### config.mk
export PLATFORM = sky130hd
export DESIGN_NAME = qsq_top
export DESIGN_NICKNAME = d
export VERILOG_FILES = /design/src/pkg/qsq_pkg.sv /design/src/design/qsq_top.sv /design/src/design/qsq_match.sv
export SDC_FILE = /design/constraint.sdc
export NUM_CORES = 1
export LEC_CHECK = 0
export BUFFER_PORTS_ARGS = -buffer_cell sky130_fd_sc_hd__buf_2
export CORE_ASPECT_RATIO = 1.5
export CORE_UTILIZATION = 40
export DETAILED_ROUTE_END_ITERATION = 10
export PLACE_DENSITY = 0.7
export REMOVE_ABC_BUFFERS = 1
export SYNTH_ARGS = -nofsm -noshare
export SYNTH_HDL_FRONTEND = slang
export SYNTH_SLANG_ARGS = --single-unit
### constraint.sdc
create_clock -name pclk -period 7.5 [get_ports pclk]
set_clock_uncertainty 0.15 [all_clocks]
set_input_delay 0.75 -clock pclk [delete_from_list [all_inputs] [get_ports pclk]]
set_output_delay 0.75 -clock pclk [all_outputs]
set_load 0.01 [all_outputs]
### src/pkg/qsq_pkg.sv
package qsq_pkg;

    // probe width and write-position width
    localparam int unsigned PW = 16;
    localparam int unsigned AW = 8;
    localparam int unsigned CW = 4;   // bits per match code

    // register byte offsets
    localparam logic [7:0] OFS_CTRL      = 8'h00;
    localparam logic [7:0] OFS_TMASK     = 8'h04;
    localparam logic [7:0] OFS_COND0     = 8'h08;
    localparam logic [7:0] OFS_COND1     = 8'h0C;
    localparam logic [7:0] OFS_ADV_MASK  = 8'h10;
    localparam logic [7:0] OFS_ADV_VAL   = 8'h14;
    localparam logic [7:0] OFS_TRG_MASK  = 8'h18;
    localparam logic [7:0] OFS_TRG_VAL   = 8'h1C;
    localparam logic [7:0] OFS_STATUS    = 8'h20;
    localparam logic [7:0] OFS_COUNT     = 8'h24;

    // control register field positions
    localparam int unsigned CTRL_MODE_LSB = 0;
    localparam int unsigned CTRL_COMB_LSB = 2;
    localparam int unsigned CTRL_DISC_BIT = 4;
    localparam int unsigned CTRL_QSRC_BIT = 5;
    localparam int unsigned CTRL_DISQ_BIT = 6;
    localparam int unsigned CTRL_STRT_BIT = 8;
    localparam int unsigned CTRL_STOP_BIT = 9;
    localparam int unsigned CTRL_OP_LSB   = 12;

    // status register field positions
    localparam int unsigned STAT_RUN_BIT  = 0;
    localparam int unsigned STAT_TRG_BIT  = 1;
    localparam int unsigned STAT_PTR_LSB  = 8;

    // reset values
    localparam logic [PW-1:0]    RST_MASK = 16'h0000;
    localparam logic [PW*CW-1:0] RST_COND = 64'h0000_0000_0000_0000;
    localparam logic [31:0]      RST_WORD = 32'h0000_0000;

    typedef enum logic [1:0] {
        QSQ_MODE_CONT  = 2'b00,
        QSQ_MODE_PORT  = 2'b01,
        QSQ_MODE_TRANS = 2'b10,
        QSQ_MODE_COND  = 2'b11
    } qsq_mode_t;

    typedef enum logic [1:0] {
        QSQ_COMB_AND = 2'b00,
        QSQ_COMB_OR  = 2'b01,
        QSQ_COMB_ADV = 2'b10,
        QSQ_COMB_RSV = 2'b11
    } qsq_comb_t;

    // per-signal match codes
    localparam logic [CW-1:0] MT_DC   = 4'h0;
    localparam logic [CW-1:0] MT_LOW  = 4'h1;
    localparam logic [CW-1:0] MT_HIGH = 4'h2;
    localparam logic [CW-1:0] MT_FALL = 4'h3;
    localparam logic [CW-1:0] MT_RISE = 4'h4;
    localparam logic [CW-1:0] MT_EDGE = 4'h5;

    typedef enum logic [2:0] {
        QSQ_OP_EQ = 3'b000,
        QSQ_OP_NE = 3'b001,
        QSQ_OP_LT = 3'b010,
        QSQ_OP_GT = 3'b011,
        QSQ_OP_LE = 3'b100,
        QSQ_OP_GE = 3'b101
    } qsq_op_t;

    typedef enum logic [1:0] {
        QSQ_ST_IDLE = 2'b00,
        QSQ_ST_RUN  = 2'b01,
        QSQ_ST_TRIG = 2'b10
    } qsq_state_t;

    typedef struct packed {
        qsq_op_t   op;
        logic      disq;
        logic      qsrc_int;
        logic      disc_en;
        qsq_comb_t comb;
        qsq_mode_t mode;
    } qsq_ctrl_t;

    localparam qsq_ctrl_t RST_CTRL = '{op: QSQ_OP_EQ, disq: 1'b0, qsrc_int: 1'b0,
                                       disc_en: 1'b0, comb: QSQ_COMB_AND,
                                       mode: QSQ_MODE_CONT};

    typedef struct packed {
        logic          en;
        logic          disc;
        logic [AW-1:0] addr;
        logic [PW-1:0] data;
    } qsq_wr_t;

endpackage

### src/design/qsq_top.sv
// Functional notes
// - input-port mode stores the sample when the qualifier is high at the edge.
// - input-port mode drops the sample when low; write position stays put.
// - without an internal node selected, the qualifier comes from a dedicated pin.
// - transitional mode stores when any inspected signal changed since last cycle.
// - transitional mode stores nothing when no inspected signal changed.
// - conditional mode stores only in cycles where the configured function is true.
// - each signal matches don't care, low, high, fall, rise or either edge.
// - all-terms combination is true only when every term matches.
// - advanced condition compares masked probes relationally against a value each cycle.
// - with discontinuity recording, flag stored samples that follow paused cycles.
// - continuous type, or disabled qualifier, writes every cycle.
// - trigger is checked every running cycle, regardless of write enable.
// - output is a per-cycle write enable, active from acquisition start.
//
// Design decisions made here: the APB slave port and the address map.
module qsq_top
    import qsq_pkg::*;
(
    input  wire logic          pclk,
    input  wire logic          presetn,
    input  wire logic          ce,
    input  wire logic          psel,
    input  wire logic          penable,
    input  wire logic          pwrite,
    input  wire logic [31:0]   paddr,
    input  wire logic [31:0]   pwdata,
    output logic               pready,
    output logic [31:0]        prdata,
    output logic               pslverr,
    input  wire logic [PW-1:0] probe,
    input  wire logic          qual_pin,
    input  wire logic          qual_node,
    output qsq_wr_t            wr,
    output logic               triggered
);

    // register state
    qsq_ctrl_t        ctrl_reg,     ctrl_next;
    logic [PW-1:0]    tmask_reg,    tmask_next;
    logic [PW*CW-1:0] cond_reg,     cond_next;
    logic [PW-1:0]    amask_reg,    amask_next;
    logic [PW-1:0]    aval_reg,     aval_next;
    logic [PW-1:0]    gmask_reg,    gmask_next;
    logic [PW-1:0]    gval_reg,     gval_next;
    logic             start_reg,    start_next;
    logic             stop_reg,     stop_next;
    logic             ld_reg,       ld_next;
    logic [31:0]      rdata_reg,    rdata_next;

    // acquisition state
    qsq_state_t       state_reg,    state_next;
    logic [PW-1:0]    prev_reg,     prev_next;
    logic             pause_reg,    pause_next;
    logic [AW-1:0]    ptr_reg,      ptr_next;
    logic [15:0]      count_reg,    count_next;
    qsq_wr_t          wr_reg,       wr_next;

    logic             addr_ok;
    logic             done;
    logic             wr_acc;
    logic [7:0]       ofs;
    logic [31:0]      rd_mux;
    logic [31:0]      ctrl_word;
    logic [PW-1:0]    hit;
    logic [PW-1:0]    care;
    logic             qual_in;
    logic             trans_hit;
    logic             basic_and;
    logic             basic_or;
    logic             adv_hit;
    logic             cond_hit;
    logic             store;
    logic             trig_hit;
    logic [PW-1:0]    adv_probe;

    assign ofs = paddr[7:0];

    // decode; anything past the map or with upper address bits set is refused
    always_comb begin
        case (ofs)
            OFS_CTRL, OFS_TMASK, OFS_COND0, OFS_COND1, OFS_ADV_MASK,
            OFS_ADV_VAL, OFS_TRG_MASK, OFS_TRG_VAL, OFS_STATUS,
            OFS_COUNT: addr_ok = (paddr[31:8] == 24'h00_0000);
            default:   addr_ok = 1'b0;
        endcase
    end

    // ready only while the clock enable lets the edge count
    assign pready  = ld_reg & penable & psel & ce;
    assign pslverr = pready & ~addr_ok;
    assign done    = pready;
    assign wr_acc  = done & pwrite & addr_ok;
    assign prdata  = rdata_reg;

    always_comb begin
        ctrl_word = RST_WORD;
        ctrl_word[CTRL_MODE_LSB +: 2] = ctrl_reg.mode;
        ctrl_word[CTRL_COMB_LSB +: 2] = ctrl_reg.comb;
        ctrl_word[CTRL_DISC_BIT]      = ctrl_reg.disc_en;
        ctrl_word[CTRL_QSRC_BIT]      = ctrl_reg.qsrc_int;
        ctrl_word[CTRL_DISQ_BIT]      = ctrl_reg.disq;
        ctrl_word[CTRL_OP_LSB +: 3]   = ctrl_reg.op;
    end

    // read mux; start and stop bits always read as zero
    always_comb begin
        rd_mux = RST_WORD;
        case (ofs)
            OFS_CTRL:     rd_mux = ctrl_word;
            OFS_TMASK:    rd_mux[PW-1:0] = tmask_reg;
            OFS_COND0:    rd_mux = cond_reg[31:0];
            OFS_COND1:    rd_mux = cond_reg[63:32];
            OFS_ADV_MASK: rd_mux[PW-1:0] = amask_reg;
            OFS_ADV_VAL:  rd_mux[PW-1:0] = aval_reg;
            OFS_TRG_MASK: rd_mux[PW-1:0] = gmask_reg;
            OFS_TRG_VAL:  rd_mux[PW-1:0] = gval_reg;
            OFS_STATUS: begin
                rd_mux[STAT_RUN_BIT]       = (state_reg == QSQ_ST_RUN);
                rd_mux[STAT_TRG_BIT]       = (state_reg == QSQ_ST_TRIG);
                rd_mux[STAT_PTR_LSB +: AW] = ptr_reg;
            end
            OFS_COUNT:    rd_mux[15:0] = count_reg;
            default:      rd_mux = RST_WORD;
        endcase
    end

    // register file next values; read data is latched in the setup cycle
    always_comb begin
        ctrl_next  = ctrl_reg;
        tmask_next = tmask_reg;
        cond_next  = cond_reg;
        amask_next = amask_reg;
        aval_next  = aval_reg;
        gmask_next = gmask_reg;
        gval_next  = gval_reg;
        start_next = 1'b0;
        stop_next  = 1'b0;
        ld_next    = ld_reg;
        rdata_next = rdata_reg;
        if (done) begin
            ld_next = 1'b0;
        end else if (psel) begin
            ld_next    = 1'b1;
            rdata_next = rd_mux;
        end
        if (wr_acc) begin
            case (ofs)
                OFS_CTRL: begin
                    ctrl_next.mode     = qsq_mode_t'(pwdata[CTRL_MODE_LSB +: 2]);
                    ctrl_next.comb     = qsq_comb_t'(pwdata[CTRL_COMB_LSB +: 2]);
                    ctrl_next.disc_en  = pwdata[CTRL_DISC_BIT];
                    ctrl_next.qsrc_int = pwdata[CTRL_QSRC_BIT];
                    ctrl_next.disq     = pwdata[CTRL_DISQ_BIT];
                    ctrl_next.op       = qsq_op_t'(pwdata[CTRL_OP_LSB +: 3]);
                    start_next         = pwdata[CTRL_STRT_BIT];
                    stop_next          = pwdata[CTRL_STOP_BIT];
                end
                OFS_TMASK:    tmask_next = pwdata[PW-1:0];
                OFS_COND0:    cond_next[31:0] = pwdata;
                OFS_COND1:    cond_next[63:32] = pwdata;
                OFS_ADV_MASK: amask_next = pwdata[PW-1:0];
                OFS_ADV_VAL:  aval_next = pwdata[PW-1:0];
                OFS_TRG_MASK: gmask_next = pwdata[PW-1:0];
                OFS_TRG_VAL:  gval_next = pwdata[PW-1:0];
                default:      ctrl_next = ctrl_reg;   // status and count are read-only
            endcase
        end
    end

    always_ff @(posedge pclk or negedge presetn) begin
        if (!presetn) begin
            ctrl_reg  <= RST_CTRL;
            tmask_reg <= RST_MASK;
            cond_reg  <= RST_COND;
            amask_reg <= RST_MASK;
            aval_reg  <= RST_MASK;
            gmask_reg <= RST_MASK;
            gval_reg  <= RST_MASK;
            start_reg <= 1'b0;
            stop_reg  <= 1'b0;
            ld_reg    <= 1'b0;
            rdata_reg <= RST_WORD;
        end else if (ce) begin
            ctrl_reg  <= ctrl_next;
            tmask_reg <= tmask_next;
            cond_reg  <= cond_next;
            amask_reg <= amask_next;
            aval_reg  <= aval_next;
            gmask_reg <= gmask_next;
            gval_reg  <= gval_next;
            start_reg <= start_next;
            stop_reg  <= stop_next;
            ld_reg    <= ld_next;
            rdata_reg <= rdata_next;
        end
    end

    // one match term per probe bit
    genvar gi;
    generate
        for (gi = 0; gi < PW; gi++) begin : g_term
            qsq_match u_match (
                .code (cond_reg[gi*CW +: CW]),
                .cur  (probe[gi]),
                .prev (prev_reg[gi]),
                .hit  (hit[gi]),
                .care (care[gi])
            );
        end
    endgenerate

    // qualifier source: the pin unless an internal node is chosen
    assign qual_in   = ctrl_reg.qsrc_int ? qual_node : qual_pin;
    assign trans_hit = |((probe ^ prev_reg) & tmask_reg);
    assign basic_and = &hit;
    assign basic_or  = |(hit & care);
    assign adv_probe = probe & amask_reg;

    // relational compare covers equality, inequality and thresholds against the one value
    always_comb begin
        case (ctrl_reg.op)
            QSQ_OP_EQ: adv_hit = (adv_probe == aval_reg);
            QSQ_OP_NE: adv_hit = (adv_probe != aval_reg);
            QSQ_OP_LT: adv_hit = (adv_probe <  aval_reg);
            QSQ_OP_GT: adv_hit = (adv_probe >  aval_reg);
            QSQ_OP_LE: adv_hit = (adv_probe <= aval_reg);
            QSQ_OP_GE: adv_hit = (adv_probe >= aval_reg);
            default:   adv_hit = 1'b0;
        endcase
    end

    always_comb begin
        case (ctrl_reg.comb)
            QSQ_COMB_AND: cond_hit = basic_and;
            QSQ_COMB_OR:  cond_hit = basic_or;
            QSQ_COMB_ADV: cond_hit = adv_hit;
            default:      cond_hit = 1'b0;
        endcase
    end

    // per-cycle store decision
    always_comb begin
        if (ctrl_reg.disq) begin
            store = 1'b1;
        end else begin
            case (ctrl_reg.mode)
                QSQ_MODE_CONT:  store = 1'b1;
                QSQ_MODE_PORT:  store = qual_in;
                QSQ_MODE_TRANS: store = trans_hit;
                QSQ_MODE_COND:  store = cond_hit;
                default:        store = 1'b0;
            endcase
        end
    end

    // zero trigger mask means no trigger, so capture runs until stopped
    assign trig_hit = (gmask_reg != RST_MASK) & ((probe & gmask_reg) == gval_reg);

    // acquisition next values; the trigger cycle's own sample is still qualified
    always_comb begin
        state_next = state_reg;
        prev_next  = probe;
        pause_next = pause_reg;
        ptr_next   = ptr_reg;
        count_next = count_reg;
        wr_next    = wr_reg;
        wr_next.en = 1'b0;
        case (state_reg)
            QSQ_ST_IDLE, QSQ_ST_TRIG: begin
                if (start_reg) begin
                    state_next = QSQ_ST_RUN;
                    pause_next = 1'b0;
                    ptr_next   = '0;
                    count_next = '0;
                end
            end
            QSQ_ST_RUN: begin
                if (store) begin
                    wr_next.en   = 1'b1;
                    wr_next.data = probe;
                    wr_next.addr = ptr_reg;
                    wr_next.disc = ctrl_reg.disc_en & pause_reg;
                    ptr_next     = ptr_reg + 1'b1;
                    count_next   = count_reg + 1'b1;
                    pause_next   = 1'b0;
                end else begin
                    pause_next   = 1'b1;
                end
                if (stop_reg) begin
                    state_next = QSQ_ST_IDLE;
                end else if (trig_hit) begin
                    state_next = QSQ_ST_TRIG;
                end
            end
            default: state_next = QSQ_ST_IDLE;
        endcase
    end

    always_ff @(posedge pclk or negedge presetn) begin
        if (!presetn) begin
            state_reg <= QSQ_ST_IDLE;
            prev_reg  <= RST_MASK;
            pause_reg <= 1'b0;
            ptr_reg   <= '0;
            count_reg <= '0;
            wr_reg    <= '0;
        end else if (ce) begin
            state_reg <= state_next;
            prev_reg  <= prev_next;
            pause_reg <= pause_next;
            ptr_reg   <= ptr_next;
            count_reg <= count_next;
            wr_reg    <= wr_next;
        end
    end

    assign wr        = wr_reg;
    assign triggered = (state_reg == QSQ_ST_TRIG);

endmodule // qsq_top

### src/design/qsq_match.sv
module qsq_match
    import qsq_pkg::*;
(
    input  wire logic [CW-1:0] code,
    input  wire logic          cur,
    input  wire logic          prev,
    output logic               hit,
    output logic               care
);

    // one term; edges judged against the previous cycle
    always_comb begin
        care = (code != MT_DC);
        case (code)
            MT_DC:   hit = 1'b1;
            MT_LOW:  hit = ~cur;
            MT_HIGH: hit = cur;
            MT_FALL: hit = prev & ~cur;
            MT_RISE: hit = ~prev & cur;
            MT_EDGE: hit = prev ^ cur;
            default: hit = 1'b0;   // unused codes never match
        endcase
    end

endmodule // qsq_match

# [Yosys cells after proc, flatten, opt, wreduce, memory -nomap -nowiden]
# Index checks and enable logic that the tools add are counted.
[op_classes] n_eq_ne=107 n_bitwise=95 magnitude_cmp=4 muxes=47 reduce_logical=60 n_addsub=2
[op_table] operator="$eq 4x2->1 const B" n=32
[op_table] operator="$eq 4x3->1 const B" n=32
[op_table] operator="$pmux 1 s6" n=17
[op_table] operator="$pmux 8 s10" n=1
[op_table] operator="$and 16x16->16" n=4
[op_table] operator="$eq 4x1->1 const B" n=16
[op_table] operator="$logic_not 4->1" n=16
[op_table] operator="$pmux 16 s2" n=2
[op_table] operator="$reduce_bool 4->1" n=16
[op_table] operator="$pmux 6 s9" n=1
[op_table] operator="$mux 26" n=2
[op_table] operator="$and 1x1->1" n=40
[op_table] operator="$reduce_and 3->1" n=12
[op_table] operator="$not 1->1" n=34
[op_table] operator="$eq 16x16->1" n=2
[op_table] operator="$eq 8x5->1 const B" n=4
[op_table] operator="$mux 16" n=2
[op_table] operator="$reduce_or 16->1" n=2
[op_table] operator="$logic_not 24->1" n=1
[op_table] operator="$pmux 2 s10" n=1
[op_table] operator="$add 16x1->16 const B" n=1
[op_table] operator="$eq 8x4->1 const B" n=2
[op_table] operator="$eq 8x6->1 const B" n=2
[op_table] operator="$ge 16x16->1" n=1
[op_table] operator="other kinds (33)" n=72
[totals] inputBits=88 regBits=258 out_inout_bits=61

# [Logic depth before layout (Yosys ltp)]
# Gate-level depths: netlist (run 1).
[logic_depth] word_depth=10 depth_mapped=14 ltp_nobuf=11

# [By module]
# Synthesis (run 1) repeated with hierarchy kept, for this count alone.
[unflattened] cells_unflattened=1323 area_unflattened_um2=14131.1
[by_module_without_submodules] mod="qsq_top" instances=1 cells_each=1083 area_each_um2=12469.5
[by_module_without_submodules] mod="qsq_match" instances=16 cells_each=15 area_each_um2=103.8

# [Worst setup path before layout (run 1)]
# Ideal clock, no wire load.
[synth_timing] path_kind="input to register" startpoint="in probe[0]" endpoint="reg wr_reg, in the netlist wr[10]" arrival_ns=3.292 n_path_buf=2 path_slack_ns=3.931 cell_stages=13 cell_sequence="clkbuf_1 -> inv_1 -> ha_1 -> nor2b_1 -> o211ai_1 -> nand4_1 -> a311oi_1 -> nand3_1 -> o41ai_2 -> o211ai_2 -> a21oi_4 -> buf_6 -> mux2_1"
[synth_between] elab_chain_cells=9
[synth_rtl] element="start: declaration" line="qsq_top.sv:31" text="input wire logic [PW-1:0] probe,"
[synth_rtl] element="branches (longest 6 deep; another with $ge 16x16->1)"
[synth_rtl] element="$pmux 1 s4 (*)" line="qsq_top.sv:247" text="case (ctrl_reg.mode)"
[synth_rtl] element="$mux 1 (*)" line="qsq_top.sv:244" text="if (ctrl_reg.disq) begin"
[synth_rtl] element="$reduce_and 3->1 (no source line) (*)"
[synth_rtl] element="end signal: assignment" line="qsq_top.sv:314" text="wr_reg <= wr_next;"
[synth_rtl] element="end: declaration" line="qsq_top.sv:57" text="qsq_wr_t wr_reg, wr_next;"
# Mark *: on every way between the ends.
# A chain may end at the register's enable or synchronous reset.

# [Worst setup path in the final report (run 1)]
[layout_timing] startpoint="in probe[5]" endpoint="reg wr_reg, in the netlist wr[5]"
[layout_between] elab_chain_cells=9
[layout_rtl] element="branches (longest 9 deep; another with $ge 16x16->1)"
# Parallel ways; which one is timed is not known.

==> results.json, run 1 <==
{
  "worstPathArrival_ns": 4.67,
  "portBuffers": 148,
  "cp-start-kind": "primary input",
  "grt-ovfl-total": 0,
  "pre_cts_slack_ns": 2.60,
  "worstSetupEndpointType": "register",
  "clk_pin_slew_worst_paths_ns": 0.06,
  "status": "finished clean",
  "fp.coreArea_um2": 34500,
  "worstPathCellList": "buf_2 > inv_1 > ha_1 > o22ai_1 > a221oi_1 > nand4_1 > nand3_1 > nor2_1 > a21oi_4 > buf_4 > mux2_2",
  "utilization_pct": 46.8,
  "multi_input_area_um2": 7090,
  "rsz0062_at_grt": "no",
  "synthToLayoutAreaGrowth_pct": 14.5,
  "dr.pass1.iters": 5,
  "viasPerCell": 5.82,
  "required_ns": 7.77,
  "synth_compound_area_share_pct": 13.8,
  "syn_inst": 1392,
  "cts_setup_buffers": 0,
  "worstMarginPinSlew_ns": 1.12,
  "cp_top_family": "compound AO/OA/AOI/OAI gates",
  "cts_buffer_depth": 3,
  "cts_max_level": 1,
  "root_buffer": "clkbuf_16",
  "cts_tree": "yes",
  "die_y_um": 232,
  "grt_pass1_wl_mm": 68.5,
  "cts_resized": 0,
  "num_vias": 11650,
  "power.density_nw_per_um2": 195,
  "final_nets": 1656,
  "synth_mux_area_share_pct": 17.1,
  "ys_seq_area_share_pct": 45.8,
  "die-area_um2": 36000,
  "reg2reg_slack_ns": 3.21,
  "finalHoldViolations": 0,
  "fill_cells": 3284,
  "syn_area_per_cell_um2": 10.1,
  "grt_pass1_vias": 11726,
  "die_w_um": 155,
  "drv_cap": 0,
  "grt_max_degree": 134,
  "grt_use_total_pct": 25.0,
  "postLayoutSetupSlackWorst_ns": 3.10,
  "start_util_pct": 40.9,
  "place_hpwl_mm": 32.4,
  "ys_types": 54,
  "setup_viol": 0,
  "period_minus_slack_ns": 4.40,
  "critical_path.startpoint": "probe[5]",
  "synth_ff_type": "dfrtp_1",
  "vdd_drop_max_v": 0.000177,
  "netlist_area_um2": 14100,
  "crit_path_end": "wr[5]$_DFFE_PN0P_",
  "synth_fa_ha_area_share_pct": 4.44,
  "fin_crit_sh_pct": 58.7,
  "yosys_warnings": 0,
  "clock_sink_count": 258,
  "gp_congestion": 0.963,
  "place_area_um2": 15300,
  "drc": 0,
  "clk_latency_ns": 0.54,
  "synth_edf_count": 0,
  "max_freq_mhz": 227,
  "ctsHoldBuffers": 0,
  "synthSimpleGateAreaFrac_pct": 13.8,
  "cp_max_fo": 19,
  "reg2regPathDepth": 9,
  "synth_top_family_by_area": "multiplexers",
  "crit_type": "primary input to register",
  "wl_per_cell_um": 22.2,
  "crit_buf_inv": 3,
  "timing.rr.start": "prev_reg[5]$_DFFE_PN0P_",
  "synth_seq_cells": 258,
  "drive_gt1_share_pct": 22.9,
  "fin_hold_ws_ns": 0.172,
  "max_stage_delay_ns": 0.69,
  "async_flop_share_pct": 100,
  "row_count": 83,
  "largest_register_ffs": 64,
  "fin_area_um2": 16100,
  "drtAntennaViolNets": 0,
  "drt_iter0_drc": 939,
  "worstHoldPathType": "primary input to asynchronous set/reset pin",
  "path_depth": 11,
  "p_leak_nw": 7.92,
  "antenna_found_initial": 2,
  "wl_mm": 44.4,
  "cts_buffers": 25,
  "r2r-end": "wr[5]$_DFFE_PN0P_",
  "io_pins": 149,
  "report.final.slew_viol_count": 0,
  "tns_ns": 0,
  "slew_headroom_pct": 25.3,
  "synthXorXnorAreaFrac_pct": 0.994,
  "cp_slowest_cell": "nand3_1",
  "seq_area_um2": 6460
}
==> final cells by class <==
type                       instances  area share (%)
clock inverter                     9           0.814
timing repair buffer             166            5.57
clock buffer                      32            4.23
antenna                            2          0.0310
sequential                       258            40.0
multi-input combinational        990            43.9
tap                              467            3.62
inverter                          77            1.79
==> worst reg2reg max path, cell delays in order (launching register included) <==
cell and delay (ns):
dfrtp_1 0.38, ha_1 0.38, o22ai_1 0.10, a221oi_1 0.50
nand4_1 0.28, nand3_1 0.69, nor2_1 0.26, a21oi_4 0.68
buf_4 0.39, mux2_2 0.37
==> per-stage QoR <==
| stage | std cells | power (W) |
|---|---|---|
| after floorplan | 1325 | 0.00168 |
| after global placement | 1958 | 0.00188 |
| after detailed placement | 1958 | 0.00189 |
| after CTS | 1999 | 0.00318 |
| after global routing | 2001 | 0.00327 |
| final | 2001 | 0.00315 |
==> synth_stat cells, types with 8 or more instances <==
master    instances  area [um2]
a211oi_1         20         150
a21o_1           18         135
a21oi_1          49         245
a221oi_1         15         131
a222oi_1         11         110
a31oi_1          36         225
and2_1           19         119
and3_1           10        62.6
buf_1             9        33.8
clkbuf_1         53         199
dfrtp_1         258        6460
ha_1             50         626
inv_1            77         289
mux2_1           17         191
mux2_2          136        1530
mux2i_1          69         691
nand2_1         143         537
nand2b_1         17         106
nand3_1          19        95.1
nand4_1          15        93.8
nor2_1           74         278
nor2b_1          29         181
nor3_1           36         180
nor4_1           27         169
o211ai_1         11        82.6
o21ai_0          78         390
o22ai_1          11        68.8
o31ai_1          16         120
xnor2_1           8        70.1
xor2_1            8        70.1
==> layer usage <==
layer  vias up  share of wire, %  global-route usage [%]
met5         -                 0                       0
met2       417                51                    43.7
met3       136               5.0                    2.99
met1      5812                37                    28.4
li1       5285                 -                       -
met4         0               7.4                    17.7
==> worst min-delay path by stage <==
stage,to,cells after the start
after floorplan,amask_reg[0]$_DFFE_PN0P_,0
after CTS,prdata[16]$_DFFE_PN0P_,1
final,prdata[16]$_DFFE_PN0P_,1
after global routing,prdata[16]$_DFFE_PN0P_,1
after detailed placement,prdata[2]$_DFFE_PN0P_,1
after global placement,prdata[1]$_DFFE_PN0P_,1
==> logic make-up after synthesis <==
group                    after synthesis
multiplexers                         222
AND/OR/NAND/NOR                      406
XOR/XNOR                              16
flip-flops                           258
buffers and inverters                144
adder cells (fa/ha/maj)               50
AO/OA/AOI/OAI                        296
==> where the power goes <==
part	switching [W]	internal, W
Combinational	0.000212	0.000126
Sequential	0.0000669	0.00146
Clock	0.000549	0.000743
==> placed cells by master (no fill, tap or decap), drive strengths merged, types with 4 or more instances in the layout <==
master and count:
ha 50, a221oi 15, nor2b 29, or3 6
a222oi 11, o21ai 78, nor3 36, o22ai 11
o211ai 12, mux2 153, o221ai 4, xnor2 8
nand2b 17, a211oi 20, xor2 8, inv 78
a21oi 50, a22oi 5, clkbuf 32, o31ai 16
buf 166, nand4 15, and3 10, nor2 74
or2 4, nor4 27, a31oi 36, and2 19
mux2i 69, nand2 143, nand3 19, a311oi 4
a21o 18, dfrtp 258, or4 4
Note: power is estimated with default switching activity, not from simulation.
==> run 2: changes to the inputs <==
==> constraint.sdc (replaced) <==
create_clock -name pclk -period 4.15 [get_ports pclk]
set_clock_uncertainty 0.15 [all_clocks]
set_input_delay 0.415 -clock pclk [delete_from_list [all_inputs] [get_ports pclk]]
set_output_delay 0.415 -clock pclk [all_outputs]
set_load 0.01 [all_outputs]
==> run 2 against run 1 <==
- wire length rose by 1.5%
- largest power group unchanged
- design area up 2.2%
- critical path depth rose by 1
==> results.json, run 2 (synthesis results as in run 1) <==
{
  "cp-start-kind": "register",
  "grt-ovfl-total": 0,
  "root_buffer": "clkbuf_16",
  "period_minus_slack_ns": 3.72,
  "die_y_um": 232,
  "clk_latency_ns": 0.56,
  "cts_resized": 0,
  "required_ns": 4.42,
  "place_hpwl_mm": 33.4,
  "vdd_drop_max_v": 0.000301,
  "power.density_nw_per_um2": 349,
  "cts_tree": "yes",
  "p_leak_nw": 8.11,
  "final_common_cell": "dfrtp_1",
  "finalPower_w": 0.00575,
  "worstSetupEndpointType": "register",
  "report.final.slew_viol_count": 0,
  "clk_pin_slew_worst_paths_ns": 0.07,
  "finalHoldViolations": 0,
  "setup_viol": 0,
  "seq_area_um2": 6460,
  "final_nets": 1692,
  "multi_input_area_um2": 7080,
  "wl_per_cell_um": 22.1,
  "drt_iter0_drc": 1028,
  "cts_max_level": 1,
  "crit_type": "register to register",
  "clock_sink_count": 258,
  "die_w_um": 155,
  "gp_congestion": 0.993,
  "layout_common_cells": "dfrtp_1, buf_2, nand2_1",
  "die-area_um2": 36000,
  "fp.coreArea_um2": 34500,
  "cts_setup_buffers": 0,
  "cts_buffer_depth": 3,
  "worstHoldPathType": "primary input to register",
  "max_freq_mhz": 269,
  "fill_cells": 3223,
  "drv_cap": 0,
  "io_pins": 149,
  "rsz0062_at_grt": "no",
  "synthToLayoutAreaGrowth_pct": 17.0,
  "antenna_found_initial": 3,
  "grt_pass1_vias": 11718,
  "num_vias": 11831,
  "viasPerCell": 5.80,
  "start_util_pct": 40.9,
  "row_count": 83,
  "drtAntennaViolNets": 0,
  "slew_headroom_pct": 43.5,
  "worstPathArrival_ns": 3.99,
  "dr.pass1.iters": 6,
  "wl_mm": 45.1,
  "utilization_pct": 47.8,
  "grt_use_total_pct": 25.3,
  "worstMarginPinSlew_ns": 0.842,
  "portBuffers": 148,
  "cts_buffers": 26,
  "status": "finished clean",
  "drc": 0,
  "fin_crit_sh_pct": 89.7,
  "largest_register_ffs": 64,
  "grt_max_degree": 79,
  "grt_pass1_wl_mm": 69.1,
  "drive_gt1_share_pct": 23.7,
  "ctsHoldBuffers": 18,
  "cp_max_fo": 19
}
-- run 2: cell types whose count changed in the layout (fill, tap and decap cells not counted), moves of 2 or more --
| cell | delta |
|---|---|
| clkbuf_16 | +2 |
| dlygate4sd3_1 | +18 |
| clkbuf_1 | -2 |
| buf_4 | +15 |
| buf_12 | +2 |
| clkinv_4 | +2 |
| clkinvlp_4 | -3 |
| bufinv_16 | -2 |
| clkinv_2 | +4 |
| clkbuf_8 | +2 |
-- run 2: critical path, cell delays in order (launching register included) --
cell and delay, ns:
dfrtp_1 0.39, and2_1 0.15, ha_1 0.28, nor2b_1 0.14, o211ai_1 0.42, a2111oi_0 0.19, or4_1 0.56, nand2b_1 0.16
nand2_1 0.11, o211ai_2 0.21, a21oi_4 0.24, buf_12 0.20, mux2_2 0.36
-- run 2: power breakdown --
group          total [W]  internal [W]  switching (W)
clock            0.00235       0.00133        0.00102
combinational   0.000648      0.000255       0.000393
sequential       0.00275       0.00263       0.000121
total            0.00575       0.00422        0.00153
-- run 2: final cells by class --
type / instances / area share, %
Multi-Input combinational cell: 990 / 43.0
Sequential cell: 258 / 39.2
Timing Repair Buffer: 201 / 7.47
Clock buffer: 34 / 4.56
Tap cell: 467 / 3.54
Inverter: 77 / 1.75
Clock inverter: 10 / 0.524
Antenna cell: 3 / 0.0455
-- run 2: final timing paths --
check | from | endpoint | slack [ns] | depth (start not counted)
setup / recovery | amask_reg[1]$_DFFE_PN0P_ | wr[2]$_DFFE_PN0P_ | 0.43 | 12
hold / removal | pwdata[10] | aval_reg[10]$_DFFE_PN0P_ | 0.02 | 3
setup reg to reg | amask_reg[1]$_DFFE_PN0P_ | wr[2]$_DFFE_PN0P_ | 0.43 | 12
hold reg to reg | prdata[6]$_DFFE_PN0P_ | prdata[6]$_DFFE_PN0P_ | 0.32 | 1
max in group asynchronous | presetn | prdata[6]$_DFFE_PN0P_ | 2.58 | 3
min in group asynchronous | presetn | prdata[18]$_DFFE_PN0P_ | 0.23 | 2
-- run 2: layer usage --
layer	part of all wire (%)	up-vias	GRT usage (%)
li1	-	5359	-
met1	37	5835	28.9
met2	50	487	44.2
met3	5.5	150	3.14
met4	7.0	0	16.7
met5	0	-	0
-- run 2: through the flow --
step                      std cells  setup TNS, ns  setup slack, ns  area, um2  hold slack [ns]
after floorplan                1325         -13.13           -0.410      13800          -0.0306
after CTS                      2037              0            0.557      16500          0.00537
after detailed placement       1975              0            0.337      15500            0.217
after global routing           2039              0            0.332      16500           0.0276
after global placement         1975              0            0.416      15500            0.220
final                          2040              0            0.428      16500           0.0217
==> run 3: changes to the inputs <==
--- a/config.mk
+++ b/config.mk
@@ -9,6 +9,7 @@
 export CORE_ASPECT_RATIO = 1.5
 export CORE_UTILIZATION = 40
 export DETAILED_ROUTE_END_ITERATION = 10
+export MAX_ROUTING_LAYER = met4
 export PLACE_DENSITY = 0.7
 export REMOVE_ABC_BUFFERS = 1
 export SYNTH_ARGS = -nofsm -noshare
==> constraint.sdc (replaced) <==
create_clock -name pclk -period 3.7 [get_ports pclk]
set_clock_uncertainty 0.15 [all_clocks]
set_input_delay 0.37 -clock pclk [delete_from_list [all_inputs] [get_ports pclk]]
set_output_delay 0.37 -clock pclk [all_outputs]
set_load 0.01 [all_outputs]
==> run 3 against run 2 <==
- wire length down 3.0%
- non-clock buffer count up 15
- flip-flop and latch count unchanged
- combinational power up 14%
- final cell count up 0.64%
- critical path type is now primary input to register
- setup slack worse by 0.32 ns
==> results.json, run 3 (synthesis results as in run 1) <==
{
  "fin_hold_ws_ns": 0.0207,
  "die_y_um": 232,
  "grt_pass1_wl_mm": 68.3,
  "fp.coreArea_um2": 34500,
  "utilization_pct": 48.4,
  "clk_latency_ns": 0.54,
  "period_minus_slack_ns": 3.59,
  "met3_usage_pct": 2.30,
  "drtAntennaViolNets": 0,
  "busiest_layer": "met2",
  "reg2regPathDepth": 12,
  "timing.rr.start": "prev_reg[15]$_DFFE_PN0P_",
  "rsz0062_at_grt": "no",
  "critical_path.startpoint": "probe[11]",
  "reg2reg_slack_ns": 0.23,
  "die-area_um2": 36000,
  "r2r-end": "wr[4]$_DFFE_PN0P_",
  "clock_sink_count": 258,
  "drv_cap": 0,
  "worstSetupEndpointType": "register",
  "p_leak_nw": 8.18,
  "report.final.slew_viol_count": 0,
  "fin_crit_sh_pct": 97.1,
  "final_nets": 1707,
  "synthToLayoutAreaGrowth_pct": 18.3,
  "max_freq_mhz": 278,
  "met1_usage_pct": 28.0,
  "worstHoldPathType": "primary input to register",
  "power.density_nw_per_um2": 389,
  "antenna_found_initial": 2,
  "largest_register_ffs": 64,
  "cts_tree": "yes",
  "grt_pass1_vias": 11951,
  "gp_congestion": 0.955,
  "wl_mm": 43.7,
  "cts_buffer_depth": 3,
  "setup_viol": 0,
  "pre_cts_slack_ns": 0.00543,
  "clk_pin_slew_worst_paths_ns": 0.06,
  "vdd_drop_max_v": 0.000300,
  "root_buffer": "clkbuf_16",
  "io_pins": 149,
  "holdPathStages": 3,
  "num_vias": 11850,
  "postLayoutSetupSlackWorst_ns": 0.109,
  "cts_setup_buffers": 0,
  "start_util_pct": 40.9,
  "use_met2_pct": 44.1,
  "worstPathArrival_ns": 3.86,
  "grt-ovfl-total": 0,
  "finalHoldViolations": 0,
  "instances_no_fill": 2053,
  "dr.pass1.iters": 5,
  "portBuffers": 148,
  "crit_type": "primary input to register",
  "final_common_cell": "dfrtp_1",
  "row_count": 83,
  "drive_gt1_share_pct": 23.6,
  "status": "finished clean",
  "crit_path_end": "wr[4]$_DFFE_PN0P_",
  "cts_max_level": 1,
  "grt_max_degree": 88,
  "cp_max_fo": 17,
  "drt_iter0_drc": 912,
  "cp-start-kind": "primary input",
  "slew_headroom_pct": 42.9,
  "layout_common_cells": "dfrtp_1, buf_2, nand2_1",
  "die_w_um": 155,
  "worstMarginPinSlew_ns": 0.849,
  "drc": 0,
  "wl_per_cell_um": 21.3,
  "place_hpwl_mm": 32.4,
  "cts_buffers": 26,
  "grt_use_total_pct": 25.5,
  "required_ns": 3.97,
  "viasPerCell": 5.77,
  "numPlacedInstances": 1980
}
-- run 3: changes by cell type in the layout (fill, tap and decap cells not counted), sizes merged --
cell / delta
buf: +5
bufinv: +1
clkbuf: +3
clkinv: -5
diode: -1
dlygate4sd3: +10
-- run 3: critical path, stage by stage --
cell and delay [ns]:
dlygate4sd3_1 0.53, buf_2 0.16, buf_4 0.17, and2_1 0.15
ha_1 0.31, nand4_1 0.20, a2111oi_1 0.57, or4_1 0.22
a21oi_1 0.06, nand2_1 0.12, o211ai_2 0.18, a21oi_4 0.22
buf_12 0.22, mux2_2 0.35
-- run 3: through the flow --
step,instance area [um2],setup TNS [ns],power [W]
after floorplan,13800,-26.09,0.00341
final,16700,0,0.00649
after global placement,15500,0,0.00382
after detailed placement,15500,0,0.00385
after global routing,16700,0,0.00673
after CTS,16700,0,0.00654
-- run 3: report_power, final --
part	leakage [nW]	internal [W]	total [W]	switching [W]
sequential	3.38	0.00295	0.00308	0.000130
combinational	4.39	0.000298	0.000737	0.000438
clock	0.419	0.00156	0.00267	0.00111
total	8.18	0.00481	0.00649	0.00168
-- run 3: metal layers --
| layer | vias to the layer above | wire length (um) | share of wire, % |
|---|---|---|---|
| met5 | - | 0 | 0 |
| met2 | 419 | 22400 | 51 |
| met4 | 0 | 2970 | 6.8 |
| met1 | 5912 | 16300 | 37 |
| met3 | 124 | 2100 | 4.8 |
| li1 | 5395 | - | - |
-- run 3: layout make-up --
| type | count | area (um2) |
|---|---|---|
| clock inverter | 6 | 83.8 |
| tap | 467 | 584 |
| antenna | 2 | 5.00 |
| fill | 3261 | 17800 |
| sequential | 258 | 6460 |
| clock buffer | 37 | 763 |
| multi-input combinational | 990 | 7090 |
| inverter | 77 | 289 |
| timing repair buffer | 216 | 1410 |
-- run 3: worst min path at each step --
| stage | start | to |
|---|---|---|
| 5_1_grt | pwdata[13] | aval_reg[13]$_DFFE_PN0P_ |
| 6_report | pwdata[2] | tmask_reg[2]$_DFFE_PN0P_ |
| 4_1_cts | pwdata[14] | tmask_reg[14]$_DFFE_PN0P_ |
| 2_1_floorplan | presetn | amask_reg[0]$_DFFE_PN0P_ |
| 3_5_place_dp | presetn | prdata[19]$_DFFE_PN0P_ |
| 3_3_place_gp | presetn | prdata[18]$_DFFE_PN0P_ |
-- run 3: what timing repair did --
item	CTS	global route
hold endpoints to repair	103	0
hold buffers	28	0
gates resized for setup	0	2
setup endpoints to repair	0	25
